### src/fdc_regs_pkg.sv
// Package of register map, field positions and carriers of the floppy block
package fdc_regs_pkg;
   // Bus geometry: byte address is four times the register index
   localparam int ADDR_W = 6;
   localparam int DATA_W = 32;
   localparam int IDX_W = 4;
   localparam logic [IDX_W-1:0] IDX_DOC = 4'h2;
   localparam logic [IDX_W-1:0] IDX_MST = 4'h4;
   localparam logic [IDX_W-1:0] IDX_PORT = 4'h5;
   localparam logic [IDX_W-1:0] IDX_DIN = 4'h7;
   localparam logic [IDX_W-1:0] IDX_IST = 4'h8;
   localparam logic [IDX_W-1:0] IDX_IMSK = 4'h9;
   // Output control fields
   localparam int B_MOT2 = 5;
   localparam int B_MOT1 = 4;
   localparam int B_GATE = 3;
   localparam int B_SRST = 2;
   localparam int B_DSEL = 0;
   localparam logic [7:0] DOC_RST = 8'h00;
   localparam logic [7:0] DOC_WMASK = 8'h3d;
   // Main status fields
   localparam int S_RDY = 7;
   localparam int S_XDIR = 6;
   localparam int S_NDMA = 5;
   localparam int S_BUSY = 4;
   localparam int S_SEEK2 = 1;
   localparam int S_SEEK1 = 0;
   // Input state field
   localparam int B_CHG = 7;
   // Rate field and its codes
   localparam int RATE_W = 2;
   localparam logic [RATE_W-1:0] RATE_500K = 2'h0;
   localparam logic [RATE_W-1:0] RATE_300K = 2'h1;
   localparam logic [RATE_W-1:0] RATE_250K = 2'h2;
   localparam logic [RATE_W-1:0] RATE_1M = 2'h3;
   // Interrupt event bits
   localparam int EV_W = 3;
   localparam int EV_RES = 0;
   localparam int EV_DONE = 1;
   localparam int EV_CHG = 2;
   localparam logic [EV_W-1:0] EV_RST = 3'h0;
   // Status coming from the controller core
   typedef struct packed {
      logic port_ready_flag;
      logic transfer_direction;
      logic non_dma_flag;
      logic command_busy;
      logic second_drive_seeking;
      logic first_drive_seeking;
      logic irq_req;
      logic dma_req;
   } core_stat_s;
   // Rate selection handed to the clock divider
   typedef struct packed {
      logic [RATE_W-1:0] code;
      logic reduce_write;
   } rate_cfg_s;
endpackage

### src/floppy_host_register_interface.sv
// Host register set of the floppy controller on a classic Wishbone slave
// Behaviour
// - Motor outputs follow control bits 5 and 4
// - Bit 3 gates disk interrupt and DMA request
// - Bit 2 low resets controller, keeps registers
// - Bit 0 selects drive A or drive B
// - Interface reset clears the output control register
// - Ready bit set only when port can transfer
// - Bit 6 gives direction while ready is set
// - Bit 5 reports non-DMA mode
// - Bit 4 busy from command until result ends
// - Bits 1 and 0 show drive seeking
// - Data port is a stack, one byte shown
// - Input bit 7 is inverse of change pin
// - Input bits 6 to 0 are undefined
// - Rate field decodes rate, clock, reduce-write
// - Registers at offsets 02h, 04h, 05h, 07h
//
// Added by the designer: the Wishbone register port.
module floppy_host_register_interface #(
   parameter int STACK_DEPTH = 16
) (
   input wire logic clk_sys,
   input wire logic rst_n,
   input wire logic wb_cyc_i,
   input wire logic wb_stb_i,
   input wire logic wb_we_i,
   input wire logic [fdc_regs_pkg::ADDR_W-1:0] wb_adr_i,
   input wire logic [3:0] wb_sel_i,
   input wire logic [fdc_regs_pkg::DATA_W-1:0] wb_dat_i,
   output logic [fdc_regs_pkg::DATA_W-1:0] wb_dat_o,
   output logic wb_ack_o,
   input wire fdc_regs_pkg::core_stat_s core_stat,
   input wire logic res_push,
   input wire logic [7:0] res_byte,
   output logic res_full,
   output logic cmd_strobe,
   output logic [7:0] cmd_byte,
   input wire logic media_changed_pin_n,
   output logic motor_first_on,
   output logic motor_second_on,
   output logic drive_choose,
   output logic ctrl_reset_n,
   output logic disk_irq,
   output logic dma_req,
   output fdc_regs_pkg::rate_cfg_s rate_cfg,
   output logic int_o
);
   import fdc_regs_pkg::*;

   // Stack pointer width; depth must be a power of two to wrap cleanly
   localparam int PW = $clog2(STACK_DEPTH);
   localparam logic [PW:0] DEPTH_C = (PW+1)'(STACK_DEPTH);

   // Register index decode, shared by every access strobe
   function automatic logic is_idx(input logic [IDX_W-1:0] a,
                                   input logic [IDX_W-1:0] i);
      return a == i;
   endfunction

   // Reduce-write is off only for the 500K setting
   function automatic logic reduce_of(input logic [RATE_W-1:0] c);
      return c != RATE_500K;
   endfunction

   // Bus handshake state
   logic ack_r, ack_nxt;
   logic [DATA_W-1:0] dat_r, dat_nxt;
   // Access qualifiers
   logic [IDX_W-1:0] idx;
   logic acc, wr, rd;
   logic wr_doc, wr_port, wr_rate, wr_msk;
   logic rd_port, rd_ist, rd_din;

   // Output control register and its next value
   logic [7:0] doc_r, doc_nxt;
   // Rate register
   rate_cfg_s rate_r, rate_nxt;
   // Command byte handed to the core
   logic cmd_stb_r, cmd_stb_nxt;
   logic [7:0] cmd_r, cmd_nxt;
   // Gated requests toward the host
   logic irq_r, irq_nxt, dreq_r, dreq_nxt;

   // Result stack
   logic [7:0] mem [STACK_DEPTH];
   logic [PW-1:0] wp_r, wp_nxt, rp_r, rp_nxt;
   logic [PW:0] cnt_r, cnt_nxt;
   logic full_r, full_nxt;
   logic push, pop;

   // Status assembly
   logic rdy;
   logic [7:0] mst_v;

   // Event flags and interrupt
   logic [EV_W-1:0] ist_r, ist_nxt, msk_r, msk_nxt, ev;
   logic int_r, int_nxt;
   logic busy_d_r, chg_d_r;

   assign idx = wb_adr_i[ADDR_W-1:2];
   // A new request is one not yet acknowledged
   assign acc = wb_cyc_i & wb_stb_i & ~ack_r;
   // Only lane 0 carries data; other lanes are ignored
   assign wr = acc & wb_we_i & wb_sel_i[0];
   assign rd = acc & ~wb_we_i;
   assign wr_doc = wr & is_idx(idx, IDX_DOC);
   assign wr_port = wr & is_idx(idx, IDX_PORT);
   assign wr_rate = wr & is_idx(idx, IDX_DIN);
   assign wr_msk = wr & is_idx(idx, IDX_IMSK);
   assign rd_port = rd & is_idx(idx, IDX_PORT);
   assign rd_ist = rd & is_idx(idx, IDX_IST);
   assign rd_din = rd & is_idx(idx, IDX_DIN);

   // Main status image
   always_comb begin
      // Ready means a byte can move: data waiting, or a free slot
      if (core_stat.transfer_direction) begin
         rdy = core_stat.port_ready_flag & (cnt_r != '0);
      end else begin
         rdy = core_stat.port_ready_flag & ~cmd_stb_r;
      end
      mst_v = '0;
      mst_v[S_RDY] = rdy;
      // Direction is only meaningful while ready
      mst_v[S_XDIR] = rdy & core_stat.transfer_direction;
      mst_v[S_NDMA] = core_stat.non_dma_flag;
      mst_v[S_BUSY] = core_stat.command_busy;
      mst_v[S_SEEK2] = core_stat.second_drive_seeking;
      mst_v[S_SEEK1] = core_stat.first_drive_seeking;
   end

   // Bus answer: ack one cycle after the request, read data with it
   always_comb begin
      ack_nxt = acc;
      dat_nxt = dat_r;
      if (rd) begin
         dat_nxt = '0;
         unique case (idx)
            IDX_DOC: dat_nxt[7:0] = doc_r;
            IDX_MST: dat_nxt[7:0] = mst_v;
            // Empty stack reads as zero
            IDX_PORT: dat_nxt[7:0] = (cnt_r != '0) ? mem[rp_r] : '0;
            // Low bits float on the pin bus; here they read zero
            IDX_DIN: dat_nxt[B_CHG] = ~media_changed_pin_n;
            IDX_IST: dat_nxt[EV_W-1:0] = ist_r;
            IDX_IMSK: dat_nxt[EV_W-1:0] = msk_r;
            // Unmapped indices are acknowledged with zero
            default: dat_nxt = '0;
         endcase
      end
   end

   // Bus registers
   always_ff @(posedge clk_sys) begin
      if (!rst_n) begin
         ack_r <= 1'b0;
         dat_r <= '0;
      end else begin
         ack_r <= ack_nxt;
         dat_r <= dat_nxt;
      end
   end

   // Control registers: output control, rate, command byte, gates
   always_comb begin
      doc_nxt = doc_r;
      rate_nxt = rate_r;
      cmd_nxt = cmd_r;
      // Strobe lasts one cycle per host write
      cmd_stb_nxt = 1'b0;
      // Reserved bits stay zero
      if (wr_doc) begin
         doc_nxt = wb_dat_i[7:0] & DOC_WMASK;
      end
      // Rate survives the soft reset bit
      if (wr_rate) begin
         rate_nxt.code = wb_dat_i[RATE_W-1:0];
         rate_nxt.reduce_write = reduce_of(wb_dat_i[RATE_W-1:0]);
      end
      // Bytes written under soft reset are dropped
      if (wr_port && doc_r[B_SRST]) begin
         cmd_nxt = wb_dat_i[7:0];
         cmd_stb_nxt = 1'b1;
      end
      // Gate both host requests with the enable bit
      irq_nxt = doc_r[B_GATE] & core_stat.irq_req;
      dreq_nxt = doc_r[B_GATE] & core_stat.dma_req;
   end

   // Control register state; interface reset clears everything
   always_ff @(posedge clk_sys) begin
      if (!rst_n) begin
         doc_r <= DOC_RST;
         rate_r <= '{code: RATE_500K, reduce_write: 1'b0};
         cmd_r <= '0;
         cmd_stb_r <= 1'b0;
         irq_r <= 1'b0;
         dreq_r <= 1'b0;
      end else begin
         doc_r <= doc_nxt;
         rate_r <= rate_nxt;
         cmd_r <= cmd_nxt;
         cmd_stb_r <= cmd_stb_nxt;
         irq_r <= irq_nxt;
         dreq_r <= dreq_nxt;
      end
   end

   // Stack control: the core pushes result bytes, host reads pop them
   always_comb begin
      push = res_push & ~full_r & doc_r[B_SRST];
      pop = rd_port & (cnt_r != '0);
      wp_nxt = wp_r;
      rp_nxt = rp_r;
      cnt_nxt = cnt_r;
      if (push) begin
         wp_nxt = wp_r + 1'b1;
      end
      if (pop) begin
         rp_nxt = rp_r + 1'b1;
      end
      // Count moves only when one side acts alone
      if (push && !pop) begin
         cnt_nxt = cnt_r + 1'b1;
      end else if (pop && !push) begin
         cnt_nxt = cnt_r - 1'b1;
      end
      // Soft reset empties the stack but no register
      if (!doc_r[B_SRST]) begin
         wp_nxt = '0;
         rp_nxt = '0;
         cnt_nxt = '0;
      end
      full_nxt = cnt_nxt == DEPTH_C;
   end

   // Stack pointers and count
   always_ff @(posedge clk_sys) begin
      if (!rst_n) begin
         wp_r <= '0;
         rp_r <= '0;
         cnt_r <= '0;
         full_r <= 1'b0;
      end else begin
         wp_r <= wp_nxt;
         rp_r <= rp_nxt;
         cnt_r <= cnt_nxt;
         full_r <= full_nxt;
      end
   end

   // Stack storage; no reset needed since the count guards reads
   always_ff @(posedge clk_sys) begin
      if (push) begin
         mem[wp_r] <= res_byte;
      end
   end

   // Events: result byte, end of busy, new media change
   always_comb begin
      ev = '0;
      ev[EV_RES] = push;
      ev[EV_DONE] = busy_d_r & ~core_stat.command_busy;
      ev[EV_CHG] = ~media_changed_pin_n & ~chg_d_r;
      // Read clears, but a fresh event in that cycle wins
      ist_nxt = (rd_ist ? EV_RST : ist_r) | ev;
      msk_nxt = wr_msk ? wb_dat_i[EV_W-1:0] : msk_r;
      int_nxt = |(ist_nxt & msk_nxt);
   end

   // Event and interrupt registers
   always_ff @(posedge clk_sys) begin
      if (!rst_n) begin
         ist_r <= EV_RST;
         msk_r <= EV_RST;
         int_r <= 1'b0;
         busy_d_r <= 1'b0;
         chg_d_r <= 1'b0;
      end else begin
         ist_r <= ist_nxt;
         msk_r <= msk_nxt;
         int_r <= int_nxt;
         busy_d_r <= core_stat.command_busy;
         chg_d_r <= ~media_changed_pin_n;
      end
   end

   // Outputs, all straight from flip-flops
   assign wb_ack_o = ack_r;
   assign wb_dat_o = dat_r;
   assign motor_second_on = doc_r[B_MOT2];
   assign motor_first_on = doc_r[B_MOT1];
   assign drive_choose = doc_r[B_DSEL];
   assign ctrl_reset_n = doc_r[B_SRST];
   assign disk_irq = irq_r;
   assign dma_req = dreq_r;
   assign rate_cfg = rate_r;
   assign res_full = full_r;
   assign cmd_strobe = cmd_stb_r;
   assign cmd_byte = cmd_r;
   assign int_o = int_r;

   // Checks beside the logic
   a_motor_write: assert property (
      @(posedge clk_sys) disable iff (!rst_n)
      wr_doc |=> motor_first_on == $past(wb_dat_i[B_MOT1])
         && motor_second_on == $past(wb_dat_i[B_MOT2]))
      else $error("motor enable does not follow write");

   a_gate_requests: assert property (
      @(posedge clk_sys) disable iff (!rst_n)
      (disk_irq || dma_req) |-> $past(doc_r[B_GATE]))
      else $error("request passed while gate was off");

   a_soft_reset_keep: assert property (
      @(posedge clk_sys) disable iff (!rst_n)
      (!doc_r[B_SRST] && !wr_rate && !wr_doc)
         |=> cnt_r == '0 && $stable(rate_cfg) && $stable(doc_r))
      else $error("soft reset touched a register");

   a_drive_select: assert property (
      @(posedge clk_sys) disable iff (!rst_n)
      wr_doc |=> drive_choose == $past(wb_dat_i[B_DSEL]))
      else $error("drive select does not follow write");

   a_reset_clear: assert property (
      @(posedge clk_sys)
      !rst_n |=> doc_r == DOC_RST && !motor_first_on)
      else $error("output control not cleared by reset");

   a_ready_data: assert property (
      @(posedge clk_sys) disable iff (!rst_n)
      mst_v[S_XDIR] |-> mst_v[S_RDY] && cnt_r != '0)
      else $error("read ready without data");

   a_busy_event: assert property (
      @(posedge clk_sys) disable iff (!rst_n)
      $fell(core_stat.command_busy) |=> ist_r[EV_DONE])
      else $error("end of busy not flagged");

   a_stack_pop: assert property (
      @(posedge clk_sys) disable iff (!rst_n)
      (pop && !push && doc_r[B_SRST]) |=> cnt_r == $past(cnt_r) - 1'b1)
      else $error("port read did not pop one byte");

   a_change_read: assert property (
      @(posedge clk_sys) disable iff (!rst_n)
      rd_din |=> wb_dat_o[B_CHG] == !$past(media_changed_pin_n))
      else $error("change bit not inverse of pin");

   // Low input bits must read as a defined zero, not stale data
   a_input_low: assert property (
      @(posedge clk_sys) disable iff (!rst_n)
      rd_din |=> wb_dat_o[B_CHG-1:0] == '0)
      else $error("input state low bits not zero");

   a_nondma_flag: assert property (
      @(posedge clk_sys) disable iff (!rst_n)
      (rd && is_idx(idx, IDX_MST))
         |=> wb_dat_o[S_NDMA] == $past(core_stat.non_dma_flag))
      else $error("non-DMA flag not reported");

   a_seek_bits: assert property (
      @(posedge clk_sys) disable iff (!rst_n)
      (rd && is_idx(idx, IDX_MST))
         |=> wb_dat_o[S_SEEK2] == $past(core_stat.second_drive_seeking)
         && wb_dat_o[S_SEEK1] == $past(core_stat.first_drive_seeking))
      else $error("seek bits do not follow the core");

   // A full stack must drop a push rather than wrap over the oldest byte
   a_full_drop: assert property (
      @(posedge clk_sys) disable iff (!rst_n)
      (res_push && res_full && !pop && doc_r[B_SRST]) |=> $stable(cnt_r))
      else $error("push accepted while stack full");

   a_rate_decode: assert property (
      @(posedge clk_sys) disable iff (!rst_n)
      wr_rate |=> rate_cfg.reduce_write
         == ($past(wb_dat_i[RATE_W-1:0]) != RATE_500K))
      else $error("reduce write decode wrong");

   a_ack_pulse: assert property (
      @(posedge clk_sys) disable iff (!rst_n)
      acc |=> wb_ack_o ##1 !wb_ack_o)
      else $error("ack not a single cycle after request");
endmodule

### config.mk
export PLATFORM = sky130hd
export DESIGN_NAME = floppy_host_register_interface
export DESIGN_NICKNAME = d
export VERILOG_FILES = /design/src/fdc_regs_pkg.sv /design/src/floppy_host_register_interface.sv
export SDC_FILE = /design/constraint.sdc
export NUM_CORES = 1
export LEC_CHECK = 0
export ABC_AREA = 1
export BUFFER_PORTS_ARGS = -buffer_cell sky130_fd_sc_hd__buf_2
export CORE_AREA = 2 2 128 130
export CTS_BUF_LIST = sky130_fd_sc_hd__clkbuf_8 sky130_fd_sc_hd__clkbuf_16
export CTS_CLUSTER_DIAMETER = 30
export DETAILED_ROUTE_END_ITERATION = 10
export DIE_AREA = 0 0 130 132
export GPL_TIMING_DRIVEN = 0
export MAX_ROUTING_LAYER = met4
export PLACE_DENSITY = 0.74
export SLEW_MARGIN = 15
export SYNTH_ARGS = -nofsm -noshare
export SYNTH_HDL_FRONTEND = slang
export SYNTH_SLANG_ARGS = --single-unit
export TNS_END_PERCENT = 100
### constraint.sdc
create_clock -name clk_sys -period 1.65 [get_ports clk_sys]
set_input_delay 0.2475 -clock clk_sys [delete_from_list [all_inputs] [get_ports clk_sys]]
set_output_delay 0.2475 -clock clk_sys [all_outputs]
set_load 0.1 [all_outputs]
==> summary.md <==
| Metric | Value |
|---|---|
| Status | complete, no violations |
| Detailed Routing Iterations Pass 1 | 6 |
| Wire per inst | ~17 um |
| DP Wirelength | 12700 um |
| Clk buf depth | 2 |
| Final setup margin | ~0.063 ns |
| Final hold vios | 0 |
| Worst-margin pin slew | 0.588 ns |
| Ys flop type | edfxtp_1 |
| Synthesized area | 0.00785 mm^2 |
| FMAX | ~0.63 GHz |
| Ranking of synthesized cells by area | edfxtp_1 (49%), dfxtp_1 (14%), nand2_1 (9.9%) |
| Warning count from the yosys run | 0 |
| Top-area cell type share of the netlist area | around half |
| EDFF count, synth | roughly 130 |
| Final core utilization | 62.0% |
| Gate Count Post-Synth | around 790 |
| Starting Density | between 40% and 50% |
| Yosys reg bits | between 150 and 200 |
| Fin crit period | between 1.5 and 2 ns |
| Req. time, crit path | 2.02 ns |
| Iter 0 DRT Violations | 603 |
| FF+latch area | about 0.0050 mm^2 |
| Hold Path Class | in -> reg |
| Placed inst area | 0.00854 mm^2 |
| Number of core rows | 46 |
| CTS tree | yes |
| Async set or reset register ratio after synthesis | 0% |
| Synth area leader | edfxtp_1 |
| Skew final | around 0.0086 ns |
| Worst Path Max Fanout | 10 |
| H-Tree Depth | 4 |
| Routability congestion estimate from global placement | 0.862 |
| Area grow syn2layout | 23.9% |
| Sequential element share of the synthesized area | 63.0% |
| Die span in x | 130 um |
| Cell variety after synth | 31 |
| Vias in the first global route | between 5000 and 6000 |
| Max_cap viols | 0 |
| Clk_lat worst skew | 0.44 ns |
| Multi-input gate area | 0.00264 mm^2 |
| Post-Syn Area per Cell | 9.89 um^2 |
| Die ar. | 0.0172 mm^2 |
| FILL cells | 1237 |
| Final nets | 997 |
| Top-count cell post-synth | nand2_1 |
| Total grt overflow | 0 |
| Endpoint class of the critical path | register |
| # diodes | 0 |
| Placement Setup Slack | -0.387 ns |
| Critical Setup Path Class | reg -> reg |
| Via count | about 6000 |
| Startpoint Class | register |
| Post-DR vias/cell | ~5.2 |
| Pwr dens | 954 mW/mm^2 |
| CTS root buf | clkbuf_16 |
| Final setup fails | 0 |
| Pin count of the biggest net entering global routing | 19 |
| Top Ports | 118 |
| Slew Viols, Final | 0 |
| Peak VDD IR | roughly 0.82 mV |
| Worst hold slack | 0.0200 ns |
| Clock tree sinks | 183 |
| Reg clk slew, reported paths | 0.07 ns |
| Leak pwr | 3.88 nW |
| Max_slew headroom | 60.8% |
| Num CTS Buffers | 17 |
| Period utilisation layout | 96.2% |
| Antenna-violating nets left | 0 |
| Synth top cells by count | nand2_1 (207), nand3_1 (132), edfxtp_1 (128) |
| PortBufs | 64 |
| First-pass GRT wire length | roughly 28000 um |
| Gr usage total | 22.5% |
| Crit path DAT | 1.95 ns |
| Setup TNS Final | 0 ns |
| Initial antenna violation count | 0 |
| Post-route DRC violation count | 0 |
| Final instance area | 0.00973 mm^2 |
| Die H | 132 um |
| Share of layout cells above drive strength 1 | 24.7% |
| Core area | 0.0157 mm^2 |
| Total wire length | 19400 um |
-- area by class of cell --
cell class / instances / area share, %
inverters: 47 / 1.95
repair buffers: 90 / 7.10
flip-flops and latches: 183 / 50.9
clock buffers: 17 / 4.37
multi-input cells: 532 / 27.1
well taps: 216 / 2.78
clock inverters: 15 / 1.43
plain buffers: 54 / 4.32
-- logic make-up after synthesis --
family                   count (synthesis)  synth area share, %
AND/OR/NAND/NOR                        430                 24.2
buffers and inverters                  102                 6.77
adder cells (fa/ha/maj)                  7                 1.12
flip-flops                             183                 63.0
XOR/XNOR                                 2                0.223
AO/OA/AOI/OAI                           69                 4.64
other                                    1               0.0477
-- through the flow --
stage,total power (W),instances
global route,0.00951,1154
CTS,0.00928,1130
global placement,0.00550,1097
detailed placement,0.00551,1097
floorplan,0.00538,817
finish,0.00929,1154
-- path summary, 6_finish.rpt --
| check | end | startpoint | depth (start not counted) | slack (ns) |
|---|---|---|---|---|
| max | wb_dat_o[3] | register | 8 | 0.06 |
| min | chg_d_r | media_changed_pin_n | 2 | 0.02 |
| max reg2reg | wb_dat_o[3] | register | 8 | 0.06 |
| min reg2reg | wb_dat_o[7] | wb_dat_o[7] | 2 | 0.47 |
-- layer usage --
metal  global-route usage [%]  share of wire [%]  wire, um  vias to the layer above
met4                     10.0                2.5       482                        0
met2                     33.8                 50      9750                      231
li1                         -                  -         -                     2920
met5                        -                  0         0                        -
met1                     30.1                 41      7980                     2821
met3                     3.98                6.1      1190                       43
-- sequential cells by signal, indices dropped and copies added (netlist names), 3 cells and up, named ones only --
| register | count |
|---|---|
| cmd_byte | 8 |
| cnt_r | 5 |
| doc_r | 5 |
| ist_r | 3 |
| mem | 128 |
| msk_r | 3 |
| rate_cfg | 3 |
| rp_r | 4 |
| wb_dat_o | 8 |
| wp_r | 4 |
-- worst max-delay path, stage by stage, from the launching register on --
cell      delay [ns]
dfxtp_2         0.37
buf_6           0.17
clkbuf_4        0.23
nand2_1         0.09
nand3_1         0.10
nand3_1         0.14
nand3_1         0.13
nand3_1         0.12
a31oi_1         0.15
-- cell usage in the layout, fill, tap and decap left out, drive strengths merged, types with 7 or more instances in the layout --
| cell | n |
|---|---|
| clkbuf | 27 |
| nand2 | 215 |
| nand3 | 135 |
| inv | 51 |
| dfxtp | 55 |
| o21ai | 31 |
| ha | 7 |
| nor2 | 72 |
| edfxtp | 128 |
| conb | 24 |
| a21oi | 34 |
| buf | 133 |
-- timing repair --
| action | CTS | global route |
|---|---|---|
| buffers inserted | 0 | 24 |
| hold buffers | 1 | 0 |
| pin swaps | 0 | 18 |
| endpoints found under the hold margin | 1 | 0 |
| endpoints found under the setup margin | 143 | 149 |
| gates cloned | 0 | 1 |
| resized for setup | 33 | 62 |
-- report_power, final --
part / internal, W / switching (W)
sequential: 0.00491 / 0.00000536
combinational: 0.000101 / 0.000409
clock: 0.00199 / 0.00188
total: 0.00699 / 0.00230
Power figures use the tool's default switching activity.
